File: src/retention_monitor_params.svh
// Constants for the retention monitor block
`ifndef RETENTION_MONITOR_PARAMS_SVH
`define RETENTION_MONITOR_PARAMS_SVH
// Flag encodings
`define FLAG_NO 8'h5B
`define FLAG_YES 8'hAD
// Source state codes
`define SRC_LIVE 3'h1
`define SRC_FILE 3'h2
`define SRC_COPY 3'h3
`define SRC_INVALID 3'h4
// Status change event detail
`define EVT_ID 8'hCD
`define EVT_DETAIL 32'h00000040
`endif

File: src/retention_monitor_pkg.sv
// Types for the retention monitor block
package retention_monitor_pkg;
    typedef enum logic [1:0] {
        NEED_REQUIRED = 2'b00,
        NEED_OPTIONAL = 2'b01,
        NEED_CLOCK_ONLY = 2'b10,
        NEED_NOT_REQUIRED = 2'b11
    } battery_need_t;
    typedef enum logic [1:0] {
        ST_IDLE = 2'b00,
        ST_EVAL = 2'b01,
        ST_DONE = 2'b10
    } phase_t;
    // Power-up conditions sampled from the supervisor
    typedef struct packed {
        logic backup_low;
        logic clock_lost;
        logic checksum_bad;
        logic live_valid;
        logic file_valid;
        logic copy_valid;
    } powerup_cond_t;
    // Battery sense inputs
    typedef struct packed {
        logic module_fitted;
        logic battery_fitted;
        logic below_level1;
        logic below_level2;
    } battery_sense_t;
endpackage

File: src/backup_power_status_monitor.sv
// Backup power and retained data status monitor
// Function
// - At power-up the backup-voltage flag becomes YES (173) if backup voltage was low, else NO (91).
// - A YES backup-voltage flag stays YES until software writes NO.
// - A YES backup-voltage flag requests reload of retained data from the memory card.
// - The clock-invalid flag is evaluated once at power-up and set YES if clock contents were lost.
// - The checksum flag is evaluated once at power-up and set YES on a retained-data checksum error.
// - Clock-invalid and checksum flags stay YES until software clears them and survive power cycles.
// - At power-up the source state records live (1), file (2), copy (3) or invalid (4).
// - An invalid source state loads default settings into retained data.
// - The prewarning flag follows its condition and stays set while below level 2.
// - The warning flag follows the battery crossing level 2 in both directions.
// - Both warnings are set for a low fitted battery, a module without battery, or no module.
// - The battery need class is one of required, optional, clock-only optional or not required.
// - Battery is present only for the first three classes with module and battery fitted, else absent.
// - For clock-only and not-required classes the clock rides only on the backup capacitor.
// - A battery status change in run mode after power-up, with module and battery fitted, raises an event with id 205 and detail 0x40.
`timescale 1ns/1ps
`include "retention_monitor_params.svh"

module backup_power_status_monitor #(
    parameter logic [1:0] NEED_CLASS = 2'h1
) (
    input wire logic clk,
    input wire logic rst_n,
    input wire logic powerup_start,
    input wire retention_monitor_pkg::powerup_cond_t cond_pin,
    input wire retention_monitor_pkg::battery_sense_t sense_pin,
    input wire logic [7:0] nv_clock_flag,
    input wire logic [7:0] nv_checksum_flag,
    input wire logic run_mode,
    input wire logic wr_backup_flag,
    input wire logic wr_clock_flag,
    input wire logic wr_checksum_flag,
    input wire logic [7:0] wr_data,
    output logic [7:0] backup_voltage_fail_flag,
    output logic [7:0] clock_invalid_flag,
    output logic [7:0] retained_checksum_flag,
    output logic [2:0] retained_source_state,
    output logic battery_prewarn_flag,
    output logic battery_warn_flag,
    output retention_monitor_pkg::battery_need_t battery_need,
    output logic battery_present,
    output logic card_reload_req,
    output logic load_defaults,
    output logic clock_capacitor_only,
    output logic powerup_done,
    output logic event_valid,
    output logic [7:0] event_id,
    output logic [31:0] event_detail
);
    import retention_monitor_pkg::*;

    // ----------------------------------------
    // Input synchronisers
    // ----------------------------------------
    // Pins are asynchronous; two stages before any logic looks at them
    powerup_cond_t cond_s1_ff, cond_ff;
    battery_sense_t sense_s1_ff, sense_ff;
    logic start_s1_ff, start_ff;
    always_ff @(posedge clk or negedge rst_n)
    begin
        if (!rst_n)
        begin
            cond_s1_ff <= '0;
            cond_ff <= '0;
            sense_s1_ff <= '0;
            sense_ff <= '0;
            start_s1_ff <= 1'b0;
            start_ff <= 1'b0;
        end
        else
        begin
            cond_s1_ff <= cond_pin;
            cond_ff <= cond_s1_ff;
            sense_s1_ff <= sense_pin;
            sense_ff <= sense_s1_ff;
            start_s1_ff <= powerup_start;
            start_ff <= start_s1_ff;
        end
    end

    // ----------------------------------------
    // Power-up evaluation and sticky flags
    // ----------------------------------------
    phase_t phase_ff, nxt_phase;
    logic [7:0] bv_ff, nxt_bv, ck_ff, nxt_ck, cs_ff, nxt_cs;
    logic [2:0] src_ff, nxt_src;
    logic evaluating;
    assign evaluating = (phase_ff == ST_EVAL);

    // Evaluation happens in one cycle; a write in that cycle loses to it
    always_comb
    begin
        nxt_phase = phase_ff;
        nxt_bv = bv_ff;
        nxt_ck = ck_ff;
        nxt_cs = cs_ff;
        nxt_src = src_ff;
        case (phase_ff)
            ST_IDLE:
                if (start_ff)
                    nxt_phase = ST_EVAL;
            ST_EVAL:
            begin
                nxt_bv = cond_ff.backup_low ? `FLAG_YES : `FLAG_NO;
                // Carried-over values model retention across power cycles
                nxt_ck = (cond_ff.clock_lost || nv_clock_flag == `FLAG_YES)
                    ? `FLAG_YES : `FLAG_NO;
                nxt_cs = (cond_ff.checksum_bad || nv_checksum_flag == `FLAG_YES)
                    ? `FLAG_YES : `FLAG_NO;
                if (cond_ff.live_valid)
                    nxt_src = `SRC_LIVE;
                else if (cond_ff.file_valid)
                    nxt_src = `SRC_FILE;
                else if (cond_ff.copy_valid)
                    nxt_src = `SRC_COPY;
                else
                    nxt_src = `SRC_INVALID;
                nxt_phase = ST_DONE;
            end
            default:
            begin
                // Only the exact NO code clears; set cannot occur here
                if (wr_backup_flag && wr_data == `FLAG_NO)
                    nxt_bv = `FLAG_NO;
                if (wr_clock_flag && wr_data == `FLAG_NO)
                    nxt_ck = `FLAG_NO;
                if (wr_checksum_flag && wr_data == `FLAG_NO)
                    nxt_cs = `FLAG_NO;
            end
        endcase
    end

    always_ff @(posedge clk or negedge rst_n)
    begin
        if (!rst_n)
        begin
            phase_ff <= ST_IDLE;
            bv_ff <= `FLAG_NO;
            ck_ff <= `FLAG_NO;
            cs_ff <= `FLAG_NO;
            src_ff <= `SRC_LIVE;
        end
        else
        begin
            phase_ff <= nxt_phase;
            bv_ff <= nxt_bv;
            ck_ff <= nxt_ck;
            cs_ff <= nxt_cs;
            src_ff <= nxt_src;
        end
    end

    // ----------------------------------------
    // Battery warnings and events
    // ----------------------------------------
    logic pre_ff, nxt_pre, warn_ff, nxt_warn;
    logic evt_ff, nxt_evt;
    logic no_battery, pre_cond, warn_cond;
    assign no_battery = !sense_ff.module_fitted || !sense_ff.battery_fitted;
    assign warn_cond = no_battery || sense_ff.below_level2;
    assign pre_cond = warn_cond || sense_ff.below_level1;

    // Flags track their conditions; an event fires on any change in run mode after power-up unless no battery is fitted
    always_comb
    begin
        nxt_pre = pre_cond;
        nxt_warn = warn_cond;
        // No fitted battery means no status event at all
        nxt_evt = run_mode && (phase_ff == ST_DONE) && !no_battery
            && ((pre_cond != pre_ff) || (warn_cond != warn_ff));
    end

    always_ff @(posedge clk or negedge rst_n)
    begin
        if (!rst_n)
        begin
            pre_ff <= 1'b0;
            warn_ff <= 1'b0;
            evt_ff <= 1'b0;
        end
        else
        begin
            pre_ff <= nxt_pre;
            warn_ff <= nxt_warn;
            evt_ff <= nxt_evt;
        end
    end

    // ----------------------------------------
    // Outputs
    // ----------------------------------------
    assign backup_voltage_fail_flag = bv_ff;
    assign clock_invalid_flag = ck_ff;
    assign retained_checksum_flag = cs_ff;
    assign retained_source_state = src_ff;
    assign battery_prewarn_flag = pre_ff;
    assign battery_warn_flag = warn_ff;
    assign battery_need = battery_need_t'(NEED_CLASS);
    assign battery_present = (battery_need != NEED_NOT_REQUIRED)
        && sense_ff.module_fitted && sense_ff.battery_fitted;
    assign card_reload_req = (phase_ff == ST_DONE) && (bv_ff == `FLAG_YES);
    assign load_defaults = (phase_ff == ST_DONE) && (src_ff == `SRC_INVALID);
    assign clock_capacitor_only = (battery_need == NEED_CLOCK_ONLY)
        || (battery_need == NEED_NOT_REQUIRED);
    assign powerup_done = (phase_ff == ST_DONE);
    assign event_valid = evt_ff;
    assign event_id = `EVT_ID;
    assign event_detail = `EVT_DETAIL;

    // ----------------------------------------
    // Assertions
    // ----------------------------------------
    a_bv_eval: assert property (@(posedge clk) disable iff (!rst_n)
        evaluating |=> bv_ff == ($past(cond_ff.backup_low) ? 8'hAD : 8'h5B))
        else $error("backup flag not evaluated");
    a_bv_sticky: assert property (@(posedge clk) disable iff (!rst_n)
        (phase_ff == ST_DONE && bv_ff == 8'hAD && !(wr_backup_flag && wr_data == 8'h5B))
        |=> bv_ff == 8'hAD)
        else $error("backup flag dropped");
    a_reload_req: assert property (@(posedge clk) disable iff (!rst_n)
        (powerup_done && bv_ff == 8'hAD) |-> card_reload_req)
        else $error("reload not requested");
    a_ck_eval: assert property (@(posedge clk) disable iff (!rst_n)
        (evaluating && cond_ff.clock_lost) |=> ck_ff == 8'hAD)
        else $error("clock flag not set");
    a_cs_eval: assert property (@(posedge clk) disable iff (!rst_n)
        (evaluating && cond_ff.checksum_bad) |=> cs_ff == 8'hAD)
        else $error("checksum flag not set");
    a_ck_sticky: assert property (@(posedge clk) disable iff (!rst_n)
        (powerup_done && ck_ff == 8'hAD && !wr_clock_flag) |=> ck_ff == 8'hAD)
        else $error("clock flag dropped");
    a_src_invalid: assert property (@(posedge clk) disable iff (!rst_n)
        (evaluating && !cond_ff.live_valid && !cond_ff.file_valid && !cond_ff.copy_valid)
        |=> src_ff == 3'h4 && load_defaults)
        else $error("invalid source not recorded");
    a_pre_hold: assert property (@(posedge clk) disable iff (!rst_n)
        warn_ff |-> pre_ff)
        else $error("prewarn cleared below level 2");
    a_warn_track: assert property (@(posedge clk) disable iff (!rst_n)
        $rose(sense_ff.below_level2) |=> warn_ff)
        else $error("warn missed crossing");
    a_no_module: assert property (@(posedge clk) disable iff (!rst_n)
        !sense_ff.module_fitted |=> warn_ff && pre_ff)
        else $error("warnings not set without module");
    a_present: assert property (@(posedge clk) disable iff (!rst_n)
        battery_present |-> sense_ff.battery_fitted && battery_need != NEED_NOT_REQUIRED)
        else $error("battery present wrongly");
    a_clear_other: assert property (@(posedge clk) disable iff (!rst_n)
        (powerup_done && wr_checksum_flag && wr_data != 8'h5B) |=> $stable(cs_ff))
        else $error("flag changed by non-NO write");
endmodule // backup_power_status_monitor

File: config.mk
export PLATFORM = sky130hd
export DESIGN_NAME = backup_power_status_monitor
export DESIGN_NICKNAME = d
export VERILOG_FILES = /design/src/retention_monitor_pkg.sv /design/src/backup_power_status_monitor.sv
export VERILOG_INCLUDE_DIRS = /design/src
export SDC_FILE = /design/constraint.sdc
export NUM_CORES = 1
export LEC_CHECK = 0
export BUFFER_PORTS_ARGS = -buffer_cell sky130_fd_sc_hd__buf_4
export CORE_MARGIN = 4
export CORE_UTILIZATION = 44
export CTS_BUF_LIST = sky130_fd_sc_hd__clkbuf_16
export CTS_CLUSTER_SIZE = 14
export DETAILED_ROUTE_END_ITERATION = 8
export PLACE_DENSITY_LB_ADDON = 0.1
export SLEW_MARGIN = 20
export SYNTH_ARGS = -nofsm -noshare
export SYNTH_HDL_FRONTEND = slang
export SYNTH_SLANG_ARGS = --single-unit
File: constraint.sdc
create_clock -name clk -period 1.88 [get_ports clk]
set_input_delay 0.376 -clock clk [delete_from_list [all_inputs] [get_ports clk]]
set_output_delay 0.376 -clock clk [all_outputs]
set_load 0.01 [all_outputs]
After elaboration in Yosys (flattened, before gate mapping)
Cells that the tools add are included.
- bits in registers: 54
- bits of input ports: 41
- equality and inequality tests: 10
- muxes and demuxes: 14
- bitwise operators: 1
- reduce and logical (&&, ||, !) cells: 27
- operators with widths (operator ; count):
    $mux W8 ; 6
    $pmux W8 S2 ; 3
    $eq A8 B8 Y1 const B ; 3
    $logic_and A1 B1 Y1 ; 9
    $mux W3 ; 3
    $eq A8 B7 Y1 const B ; 1
    $reduce_and A2 Y1 ; 4
    $reduce_bool A2 Y1 ; 4
    $logic_or A1 B1 Y1 ; 6
    $pmux W2 S2 ; 1
    $eq A3 B3 Y1 const B ; 1
    $logic_not A1 Y1 ; 3
    $eq A2 B1 Y1 const B ; 1
    $eq A2 B2 Y1 const B ; 1
    $logic_not A2 Y1 ; 1
    $mux W2 ; 1
    $ne A1 B1 Y1 ; 2
    $ne A2 B2 Y1 const B ; 1
    $not A1 Y1 ; 1

Longest topological paths before layout
Gate-level depths: netlist of the first run.
- depth in word-level cells: 7
- depth in mapped cells: 4
- gate-level depth less buffers: 3

Worst setup path before layout of the first run
OpenSTA, ideal clock, no wires.
- kind: reg2out
- start: register phase_ff[0]
- end: output port load_defaults
- arrival: 1030 ps
- required time: 1504 ps
- path slack: 474 ps
- cell stages (with the launch flop): 3
- cells stage by stage: dfrtp_1 nand2b_1 nor4b_1
- word-level cells in the longest chain between the ends: 2
- ends and longest elaborated chain (item ; line ; source):
    start, declared ; backup_power_status_monitor.sv:86 ; phase_t phase_ff, nxt_phase;
    start signal, assigned ; backup_power_status_monitor.sv:147 ; phase_ff <= nxt_phase;
    $eq A2 B2 Y1 ; backup_power_status_monitor.sv:204 ; assign load_defaults = (phase_ff == ST_DONE) && (src_ff == `SRC_INVALID);
    $logic_and A1 B1 Y1 ; backup_power_status_monitor.sv:204 ;
    end, declared ; backup_power_status_monitor.sv:45 ; output logic load_defaults,
No other way between the ends.

Worst setup path after layout of the first run
Same ends and word-level chain as after synthesis.

==> results of run 1 <==
[stage by stage]
step                hold slack, ns  total power [uW]  setup slack (ns)  cells  utilization, %
global route               0.07640              2405           0.01010    259           57.98
detailed placement          0.3347              1502            0.3649    251           53.97
floorplan                  0.08041              1344            0.4736    197               -
CTS                        0.05396              2312            0.1128    259           57.98
global placement            0.3316              1493            0.3911    251           53.97
finish                     0.04266              2275            0.1427    259           57.98
[how the worst max path moves through the flow]
stage / endpoint / slack (ns)
after global routing: load_defaults / 0.01
final: load_defaults / 0.14
after CTS: load_defaults / 0.11
after floorplan: load_defaults / 0.47
after detailed placement: backup_voltage_fail_flag[5]$_DFFE_PN0P_ / 0.36
after global placement: backup_voltage_fail_flag[5]$_DFFE_PN0P_ / 0.39
[sequential cells by signal, indices dropped and copies added (netlist names), 2 cells and up]
register                  count
cond_s1_ff                    6
cond_ff                       6
phase_ff                      2
backup_voltage_fail_flag      2
sense_s1_ff                   4
sense_ff                      4
retained_checksum_flag        2
retained_source_state         3
clock_invalid_flag            2
[area by class of cell]
type | count | share of cell area (%)
flip-flops and latches | 36 | 42.04
multi-input cells | 95 | 23.87
repair buffers | 68 | 23.69
clock buffers | 5 | 5.807
well taps | 48 | 2.787
clock inverters | 3 | 1.103
inverters | 4 | 0.6969
[cells in the mapped netlist, types with 3 or more instances]
cell type,number
sky130_fd_sc_hd__nor4bb_1,3
sky130_fd_sc_hd__dfstp_2,4
sky130_fd_sc_hd__o21ai_1,4
sky130_fd_sc_hd__inv_1,4
sky130_fd_sc_hd__buf_4,61
sky130_fd_sc_hd__nand2_1,5
sky130_fd_sc_hd__dfrtp_1,32
sky130_fd_sc_hd__a21oi_1,3
[cells in the final DEF, fill, tap and decap left out, types with 3 or more instances in the layout]
master / synthesis / layout
sky130_fd_sc_hd__a21oi_1: 3 / 3
sky130_fd_sc_hd__buf_4: 61 / 68
sky130_fd_sc_hd__clkbuf_16: 0 / 5
sky130_fd_sc_hd__conb_1: 2 / 49
sky130_fd_sc_hd__dfrtp_1: 32 / 32
sky130_fd_sc_hd__dfstp_2: 4 / 4
sky130_fd_sc_hd__inv_1: 4 / 4
sky130_fd_sc_hd__nand2_1: 5 / 5
sky130_fd_sc_hd__nor4bb_1: 3 / 3
sky130_fd_sc_hd__o21ai_1: 4 / 4
[where the power goes]
part	switching, uW	internal, uW	total [uW]
Sequential	73.1	881	954
Clock	302	491	794
Combinational	248	279	527
Total	623	1650	2270
[cells by family (layout without fill, tap and decap cells)]
| kind of cell | Yosys count | count (layout) |
|---|---|---|
| AOI/OAI and AO/OA | 16 | 16 |
| other | 2 | 49 |
| muxes | 1 | 1 |
| DFF | 36 | 36 |
| and+or+nand+nor | 29 | 29 |
| buffers and inverters | 66 | 80 |
[metal layers]
| metal | GRT usage (%) | vias to the layer above | routed length, um |
|---|---|---|---|
| met5 | 0 | - | 0 |
| li1 | - | 507 | - |
| met2 | 23.28 | 67 | 1815 |
| met1 | 11.43 | 532 | 862 |
| met4 | 5.010 | 0 | 34 |
| met3 | 6.250 | 5 | 434 |
[critical path: cells and delay by family (launching register included)]
kind                   cells  cell delay, ns
AND/OR/NAND/NOR            2            0.51
buffers and inverters      1            0.17
flip-flops                 1            0.40
==> results.md, run 1 <==
Floorplanning:
- The boundary pin count is approximately 120.
- Once the floorplan was initialized, standard cells occupied a little under half of the core.
- The core box area is about 0.0037 sq mm.
- After floorplanning, the core was divided into 22 placement rows.
- The die is about 71 um tall.
- The area of the die is about 0.005 sq mm.
- The width of the die is 70.53 um.

Cells and area:
- Counting the fill cells in the layout gives 326.
- The number of nets at the end of the flow is 251.
- The register area is roughly 910 sq um.
- The area growth from synthesis to layout is 25.24%.
- In the final layout, the share of cells above drive strength 1 is 39.34%.
- The area of all placed cells without fillers is between 0.002 and 0.0025 sq mm.
- The area of the multi-input gates is approximately 510 sq um.
- The number of antenna diodes in the final layout is 0.

Detailed routing:
- In the routed design, unresolved DRC markers number 0.
- Dividing the detail-routed via count by the number of cells gives between 4 and 5.
- In this run the remaining antenna-violating nets after routing total 0.
- After the first detailed-routing iteration, the DRC count stood at 36.
- In the final routed layout, each cell accounts on average for ~12 um.
- The overall routed net length is 3.146 mm.
- The overall via count from detail_route is between 1000 and 1500.
- The first-pass iteration count of the detailed router is 4.

GRT:
- The first global-routing pass estimated about 4.8 mm of wire.
- In the global route stage, overall resource usage came out at roughly an eighth.
- Summed over all layers, the global routing overflow is 0.
- Entering global routing, the biggest net connects 37 pins.
- The initial antenna violation count is 0.
- The via count of the first global-routing pass was 1036.

Placed design:
- Once placement finished, the instance area stood at roughly 0.002 sq mm.
- The port buffer count is a little under 70.
- The estimated wirelength of the detail-placed design is approximately 2.6 mm.
- The weighted congestion reported at the end of routability-driven placement is between 0.7 and 0.8.

Worst setup path:
- The launching point of the worst reg2reg path is battery_warn_flag$_DFF_PN0_.
- The critical path required time is 1.50 ns.
- The top fanout value on the critical path is 5.
- The element type at the critical path end is an output port.
- Traced cell by cell, the critical path runs through nand2b_1 -> nor4b_1 -> buf_4.
- The arrival time at the worst endpoint is 1.36 ns.
- The delay of the slowest cell on the worst path is 0.40 ns.
- The terminus of the critical flop-to-flop path is event_valid$_DFF_PN0_.
- The slowest stage of the critical path is the sky130_fd_sc_hd__dfrtp_1 cell.
- The length in cells of the worst reg-to-reg path is 3.
- The startpoint class of the critical path is a flip-flop.
- Across all register-to-register paths, the minimum setup slack is roughly 0.56 ns.
- By startpoint and endpoint, the worst setup path is classified as reg -> out.
- The origin of the worst setup path is phase_ff[0]$_DFFE_PN0P_.

Logic synthesis:
- For this run, the leading register cell type out of synthesis is sky130_fd_sc_hd__dfrtp_1.
- Summing the areas of all compound-gate instances in the mapped netlist gives under 10% of the synthesized area.
- The mean post-synth cell area is about 11 sq um.
- The dominant combinational cell family by area after synthesis is buffers and inverters.
- By area the synthesized netlist is led by sky130_fd_sc_hd__dfrtp_1 (47%), sky130_fd_sc_hd__buf_4 (27%), sky130_fd_sc_hd__dfstp_2 (6.1%).
- In the synthesized netlist, the number of instances is 150.
- The share of Yosys cell area claimed by the top area cell type is a little under half.
- The count of warnings emitted by yosys is 0.
- The number of distinct library cell variants in the gate-level netlist after synthesis is 31.
- The post-synthesis share of cell area spent on and, or, nand and nor gates is between 10% and 20%.
- The fraction of synthesized cell area in xor and xnor cells is 0%.
- The register bit total from synthesis is 36.
- The sequential cell area fraction in the yosys report is 52.65%.
- Of the total synthesized cell area, the portion taken by full adders, half adders and majority gates is 0%.
- Multiplexer cells account for less than 1% of the synthesized area.
- For this run, asynchronously set or reset flops after synthesis account for between 90% and 100%.
- After synthesis the cells add up to roughly 0.0017 sq mm.
- The biggest area contributor in the post-synthesis netlist is sky130_fd_sc_hd__dfrtp_1.
- Yosys mapped a number of flops with a built-in enable equal to 0.

Clocking:
- Buffers added to address setup during post-CTS repair amount to 0.
- The maximum count of clock buffers along a single path is 2.
- The number of levels the H-tree was split into is 2.
- The post-cts sizing count is 0.
- The clock root buffer master is sky130_fd_sc_hd__clkbuf_16.
- Clock-pin slew was measured on the worst setup and hold paths at around 0.06 ns.
- For this design, the sink count on the clock tree is 36.
- The later pin in the worst-skew pair is clocked with a latency of roughly 0.28 ns.
- The TritonCTS clock tree is done.
- The number of clock buffers inserted by TritonCTS is 5.
- The post-cts hold buffer count is 0.

STA:
- Between clock sinks in the finished design, the worst skew comes to around 0.0048 ns.
- The number of setup violations in the final report is 0.
- The transition time at the pin with the least slew margin is 0.4842 ns.
- The number of hold-slack violations in the final timing report is 0.
- In the finished design, the share of the clock period the worst path needs comes to around 90%.
- Summed over all failing endpoints, the final setup total negative slack is 0 ns.
- Measured against its own limit, the worst slew margin works out to about 67%.
- The count of pins over their slew limit is 0.
- Setup repair after global routing left no endpoint under its margin.
- The smallest clock period supported by the final layout is computed as roughly 1.7 ns.
- The maximum achievable frequency is ~580 MHz.

Power:
- The power density over the cells is between 1000 and 1500 mW/mm^2.
- The total leakage power is 0.001121 uW.
- The maximum VDD drop is approximately 0.68 mV.

Run status:
- The run finished with clean final reports.

Run:
- The max-capacitance violation count is 0.

Min path:
- The worst hold path belongs to the class in -> async.
Note: power is estimated with default switching activity, not from simulation.
==> run 2, diff against run 1 <==
--- a/config.mk
+++ b/config.mk
@@ -7,12 +7,15 @@
 export NUM_CORES = 1
 export LEC_CHECK = 0
 export BUFFER_PORTS_ARGS = -buffer_cell sky130_fd_sc_hd__buf_4
+export CELL_PAD_IN_SITES_DETAIL_PLACEMENT = 2
+export CELL_PAD_IN_SITES_GLOBAL_PLACEMENT = 2
 export CORE_MARGIN = 4
-export CORE_UTILIZATION = 44
+export CORE_UTILIZATION = 25
 export CTS_BUF_LIST = sky130_fd_sc_hd__clkbuf_16
 export CTS_CLUSTER_SIZE = 14
 export DETAILED_ROUTE_END_ITERATION = 8
 export PLACE_DENSITY_LB_ADDON = 0.1
+export SKIP_LAST_GASP = 1
 export SLEW_MARGIN = 20
 export SYNTH_ARGS = -nofsm -noshare
 export SYNTH_HDL_FRONTEND = slang
==> results.md, run 2 (same netlist as run 1, synthesis figures left out) <==
Floorplanning:
- The width of the die was 90.96 um (+29%).
- The boundary pin count is 118 (unchanged).
- The area of the die is 0.008273 sq mm (+66%).
- The die extent in y is 90.96 um (+29%).
- The count of standard-cell rows is 29 (+32%).
- The starting density of the core is 26.34% (-20 points).
- The core box area came to 0.006531 sq mm (+76%).

Power:
- The overall power is 2431 uW (+6.9%).
- The maximum VDD drop is 0.4512 mV (-33%).
- The total leakage power is 0.001141 uW (+1.8%).
- The power density over the cells is 1093 mW/mm^2 (+3.5%).

STA:
- The relative slew slack was 61.64% (-5.6 points).
- The maximum achievable frequency came to 584.9 MHz (+1.6%).
- The final worst clock skew came to 0.003443 ns (-0.001310 ns).
- The least setup slack across all paths after layout is 0.1703 ns (+0.02754 ns).
- The final worst-path cycle share is 90.94% (-1.5 points).
- The final setup TNS came to 0 ns (unchanged).
- The final critical-path required period is 1.710 ns (-0.02754 ns).
- The smallest hold slack is 0.05473 ns (+0.01206 ns).
- The number of hold-slack violations in the final timing report is 0 (unchanged).
- The count of pins over their slew limit is 0 (unchanged).
- The transition time at the pin with the least slew margin came to 0.5677 ns (+0.08342 ns).
- The number of setup violations in the final report came to 0 (unchanged).
- Setup repair after global routing left no endpoint under its margin.

Cells and area:
- The area growth from synthesis to layout is 29.24%.
- Leaving out fill and tap cells, the most frequent cell in the layout is sky130_fd_sc_hd__buf_4.
- The count of filler cells inserted in the layout is 735 (+130%).
- The largest registers in the layout are cond_ff: 6 flops, cond_s1_ff: 6 flops.
- In the layout the commonest cells are sky130_fd_sc_hd__buf_4 (69), sky130_fd_sc_hd__conb_1 (49), sky130_fd_sc_hd__dfrtp_1 (32).
- The layout cell share with drive strength beyond 1 came to 40.09% (+0.76 points).
- The number of nets at the end of the flow came to 252 (+0.40%).
- The antenna cell count is 0 (unchanged).

GRT:
- The initial antenna violation count is 0 (unchanged).
- The sum of overflow across all layers after global routing is 0 (unchanged).
- The maximum number of pins on one net before global-route repair is 37 (unchanged).
- The first-pass GRT wire length is 6.548 mm (+37%).
- The overall routing resource usage was 9.974% (-2.5 points).
- The via count of the first global-routing pass was 1259 (+22%).

Detailed routing:
- The DRC marker count from the first detailed-route iteration is 25 (-31%).
- The overall routed net length is 4.115 mm (+31%).
- The first-pass iteration count of the detailed router is 2 (-2).
- The overall via count from detail_route is 1140 (+2.6%).
- The residual antenna-violating net count after detailed routing was 0 (unchanged).
- The detail-routed net length per standard cell was 14.24 um (+17%).
- The via-per-instance ratio came to 3.945 (-8.0%).
- The post-detailed-route DRC marker count came to 0 (unchanged).

Worst setup path:
- STA classifies the critical path endpoint as an output port.
- The top fanout value on the critical path is 5 (unchanged).
- The critical path required time is 1.50 ns (about the same).
- The slowest stage of the critical path is the sky130_fd_sc_hd__dfrtp_1 cell.
- The most critical setup path has its startpoint at phase_ff[0]$_DFFE_PN0P_.
- The critical path buffer and inverter count was 1 (unchanged).
- Walking the worst path, the cells encountered are nand2b_1 -> nor4b_2 -> buf_4.
- The arrival time at the worst endpoint came to 1.33 ns (-0.03 ns).
- The critical path in this run is classified as reg -> out.
- The startpoint class of the critical path is a flip-flop.
- The delay of the slowest cell on the worst path is 0.41 ns (about the same).
- The cell family with the largest share of critical-path delay is simple AND/OR/NAND/NOR gates.
- In this run the critical register-to-register path is launched from battery_warn_flag$_DFF_PN0_.

Clocking:
- The clock latency of the later-clocked register in the worst-skew pair is 0.27 ns (about the same).
- The total clock sinks is 36 (unchanged).
- TritonCTS built the clock tree.
- The number of clock buffers inserted by TritonCTS was 5 (unchanged).
- The maximum count of clock buffers along a single path is 2 (unchanged).
- The clock transition at the registers of the reported paths was 0.06 ns (about the same).
- The number of levels the H-tree was split into is 2 (unchanged).
- The post-CTS setup-driven buffer insertion count is 0 (unchanged).
- The clock root buffer master is sky130_fd_sc_hd__clkbuf_16.

Placed design:
- The pre-CTS setup slack was 0.2727 ns (-0.09222 ns).
- The estimated wirelength of the detail-placed design is 3.301 mm (+29%).
- The port buffer count is 68 (unchanged).
- The weighted congestion reported at the end of routability-driven placement is 0.6978 (-2.8%).

Run:
- The max-capacitance violation count came to 0 (unchanged).

Run status:
- The run finished with clean final reports.

Min path:
- The tightest min-delay check is of the in -> async type.
[run 2: cell count changes in the layout (fill, tap and decap cells not counted), sizes merged]
| cell | delta |
|---|---|
| bufinv | +1 |
| buf | +1 |
| clkinvlp | -1 |
[run 2: metrics by stage]
stage	cell area, sq um	instances	utilization [%]
after floorplan	1897	197	-
after global placement	2049	281	31.38
after detailed placement	2049	281	31.38
after CTS	2217	289	33.95
after global routing	2223	289	34.04
final	2223	289	34.04
[run 2: area by class of cell]
class,count,area [sq um],area share (%)
flip-flops and latches,36,905.9,40.74
multi-input cells,95,520.5,23.41
repair buffers,69,518.0,23.30
clock buffers,5,125.1,5.627
well taps,77,96.34,4.333
clock inverters,3,42.54,1.913
inverters,4,15.01,0.6753
[run 2: layer usage]
metal | vias to the layer above | track usage (%) | wire length (um)
li1 | 507 | - | -
met1 | 567 | 9.326 | 1401
met2 | 62 | 19.44 | 2302
met3 | 4 | 3.223 | 347
met4 | 0 | 4.523 | 63
met5 | - | 0 | 0
[run 2: path summary, 6_finish.rpt]
kind                                                      endpoint  slack [ns]  cells after the start
setup reg to reg                             event_valid$_DFF_PN0_        0.52                      3
max in group asynchronous  backup_voltage_fail_flag[6]$_DFFE_PN1P_        1.47                      1
min in group clk                           cond_s1_ff[4]$_DFF_PN0_        0.20                      1
hold reg to reg                               cond_ff[5]$_DFF_PN0_        0.35                      0
setup / recovery                                     load_defaults        0.17                      3
hold / removal                             cond_s1_ff[2]$_DFF_PN0_        0.05                      1
[run 2: what timing repair did]
action | CTS | global route
resized for setup | 0 | 1
hold buffers | 0 | 0
setup endpoints to repair | 0 | 1
[run 2: power breakdown]
group / total, uW / internal, uW / leakage, uW / switching (uW)
Clock: 930 / 622 / 0.0000798 / 308
Combinational: 540 / 280 / 0.000644 / 259
Sequential: 961 / 881 / 0.000417 / 80.1
==> run 3, diff against run 2 <==
--- a/config.mk
+++ b/config.mk
@@ -10,11 +10,12 @@
 export CELL_PAD_IN_SITES_DETAIL_PLACEMENT = 2
 export CELL_PAD_IN_SITES_GLOBAL_PLACEMENT = 2
 export CORE_MARGIN = 4
-export CORE_UTILIZATION = 25
+export CORE_UTILIZATION = 23
 export CTS_BUF_LIST = sky130_fd_sc_hd__clkbuf_16
 export CTS_CLUSTER_SIZE = 14
 export DETAILED_ROUTE_END_ITERATION = 8
 export PLACE_DENSITY_LB_ADDON = 0.1
+export REMOVE_ABC_BUFFERS = 1
 export SKIP_LAST_GASP = 1
 export SLEW_MARGIN = 20
 export SYNTH_ARGS = -nofsm -noshare
==> constraint.sdc (replaced) <==
create_clock -name clk -period 1.7 [get_ports clk]
set_input_delay 0.34 -clock clk [delete_from_list [all_inputs] [get_ports clk]]
set_output_delay 0.34 -clock clk [all_outputs]
set_load 0.01 [all_outputs]
==> results.md, run 3 (same netlist as run 1, synthesis figures left out) <==
STA:
- The number of hold-slack violations in the final timing report is 0 (unchanged).
- Timing would allow up to between 600 and 700 MHz.
- The final setup TNS came to 0 ns (unchanged).
- Setup repair after global routing left no endpoint under its margin.
- The final critical-path required period is 1.598 ns.
- The count of pins over their slew limit is 0 (unchanged).
- The final worst clock skew is 0.006888 ns (+0.003446 ns).
- The number of setup violations in the final report is 0 (unchanged).
- After layout, the worst path uses a little over nine tenths of the clock period.
- The smallest hold slack is 0.01510 ns (-0.03963 ns).

Detailed routing:
- The post-detailed-route DRC marker count is 0 (unchanged).
- The first-pass iteration count of the detailed router is 2 (unchanged).
- The overall routed net length is 4.352 mm (+5.8%).
- The via-per-instance ratio is 3.626 (-8.1%).
- The overall via count from detail_route is 1135 (-0.44%).
- The DRC marker count from the first detailed-route iteration is 20 (-20%).
- The residual antenna-violating net count after detailed routing is 0 (unchanged).
- The detail-routed net length per standard cell was 13.90 um (-2.3%).

Floorplanning:
- The width of the die is 94.49 um (+3.9%).
- The boundary pin count is 118 (unchanged).
- The count of standard-cell rows is 31 (+6.9%).
- The core box area is 0.007253 sq mm (+11%).
- The die extent in y is 94.49 um (+3.9%).
- The starting density of the core is 23.72% (-2.6 points).
- The area of the die is 0.008927 sq mm (+7.9%).

Power:
- The power density over the cells is 1128 mW/mm^2 (+3.1%).
- The maximum VDD drop is 0.5299 mV (+17%).
- The overall power is 2538 uW (+4.4%).
- The total leakage power was 0.001147 uW (+0.53%).

Clocking:
- The clock latency of the later-clocked register in the worst-skew pair is 0.27 ns (about the same).
- The number of clock buffers inserted by TritonCTS is 5 (unchanged).
- The tree is rooted in a sky130_fd_sc_hd__clkbuf_16.
- The post-cts hold buffer count is 0 (unchanged).
- The total clock sinks is 36 (unchanged).
- The clock transition at the registers of the reported paths is 0.05 ns (about the same).
- The TritonCTS clock tree is done.
- The maximum count of clock buffers along a single path is 2 (unchanged).
- The number of levels the H-tree was split into is 2 (unchanged).

GRT:
- The maximum number of pins on one net before global-route repair came to 37 (unchanged).
- The overall routing resource usage was 9.336% (-0.64 points).
- The initial antenna violation count was 0 (unchanged).
- The sum of overflow across all layers after global routing is 0 (unchanged).
- The via count of the first global-routing pass is 1247 (-0.95%).
- The first-pass GRT wire length is 6.299 mm (-3.8%).

Worst setup path:
- The worst setup path is captured at an output port.
- The startpoint identified for the worst register-to-register timing path is sense_ff[0]$_DFF_PN0_.
- The worst setup path is launched from a flip-flop.
- The arrival time at the worst endpoint is 1.26 ns (-0.07 ns).
- The critical path required time is 1.36 ns (-0.14 ns).
- The type of the worst setup path is reg -> out.
- The top fanout value on the critical path is 4 (-1).
- The reg2reg setup slack was 0.34 ns (-0.18 ns).
- The length in cells of the worst reg-to-reg path is 3 (unchanged).
- The terminus of the critical flop-to-flop path is event_valid$_DFF_PN0_.

Placed design:
- The estimated wirelength of the detail-placed design came to 3.562 mm (+7.9%).
- The weighted congestion reported at the end of routability-driven placement is 0.6819 (-2.3%).
- The port buffer count is 68 (unchanged).

Cells and area:
- The library cell used most frequently in the layout, excluding fill and tap cells, is sky130_fd_sc_hd__buf_4.
- In the layout the commonest cells are sky130_fd_sc_hd__buf_4 (71), sky130_fd_sc_hd__conb_1 (49), sky130_fd_sc_hd__dfrtp_1 (32).
- The final core utilization is 31.03% (-3.0 points).
- The layout cell share with drive strength beyond 1 is 39.72% (-0.37 points).
- The number of nets at the end of the flow is 254 (+0.79%).
- The largest registers in the layout are cond_ff: 6 flops, cond_s1_ff: 6 flops.
- The antenna cell count is 0 (unchanged).
- The area growth from synthesis to layout is 30.84%.

Run status:
- The flow ran to the end, and the final reports show no timing, DRC or antenna violations.

Run:
- The max-capacitance violation count is 0 (unchanged).

Min path:
- The classification of the worst-slack hold path is in -> async.
[run 3: cell count changes in the layout (fill, tap and decap cells not counted), sizes merged]
cell,change
clkinv,+1
inv,+1
clkinvlp,-1
bufinv,-1
buf,+2
[run 3: timing repair]
item | in CTS | in global routing
hold endpoints to repair | 0 | 0
buffers inserted | 0 | 1
pin swaps | 0 | 1
resized for setup | 4 | 0
setup endpoints to repair | 2 | 1
[run 3: worst max-delay path: stages, from the launching register on]
cell	delay, ns
sky130_fd_sc_hd__dfrtp_1	0.40
sky130_fd_sc_hd__nand2b_4	0.18
sky130_fd_sc_hd__nor4b_4	0.24
sky130_fd_sc_hd__buf_4	0.17
[run 3: worst max path at each step]
stage | slack [ns] | end | start | depth (start not counted)
6_report | 0.10 | load_defaults | phase_ff[0]$_DFFE_PN0P_ | 3
5_1_grt | 0.04 | load_defaults | phase_ff[0]$_DFFE_PN0P_ | 3
2_1_floorplan | 0.33 | load_defaults | phase_ff[0]$_DFFE_PN0P_ | 2
4_1_cts | 0.02 | load_defaults | phase_ff[0]$_DFFE_PN0P_ | 3
3_3_place_gp | 0.27 | load_defaults | phase_ff[0]$_DFFE_PN0P_ | 3
3_5_place_dp | 0.12 | load_defaults | phase_ff[0]$_DFFE_PN0P_ | 3
[run 3: cell type report]
cell class	count	area (sq um)
Clock buffer	5	125.1
Clock inverter	3	11.26
Tap cell	99	123.9
Sequential cell	36	905.9
Timing Repair Buffer	71	533.0
Inverter	4	15.01
Fill cell	816	5002
Multi-Input combinational cell	95	536.8
[run 3: power by group]
| part | total [uW] | leakage (uW) | switching, uW | internal, uW |
|---|---|---|---|---|
| Combinational | 635 | 0.000660 | 300 | 334 |
| Sequential | 1070 | 0.000417 | 94.0 | 975 |
| Clock | 834 | 0.0000701 | 308 | 526 |
| Total | 2540 | 0.00115 | 703 | 1840 |
[run 3: layer usage]
metal | vias up | wire, um | global-route usage [%]
met3 | 2 | 651 | 3.426
met2 | 82 | 2139 | 16.49
met1 | 539 | 1528 | 9.852
met5 | - | 0 | 0
li1 | 512 | - | -
met4 | 0 | 32 | 4.327
[run 3: metrics by stage]
stage	setup slack [ns]	cell area [sq um]	std cells
2_1_floorplan	0.3296	1435	135
3_3_place_gp	0.2707	2085	304
3_5_place_dp	0.1162	2085	304
4_1_cts	0.02480	2243	312
5_1_grt	0.04184	2251	313
6_report	0.1016	2251	313
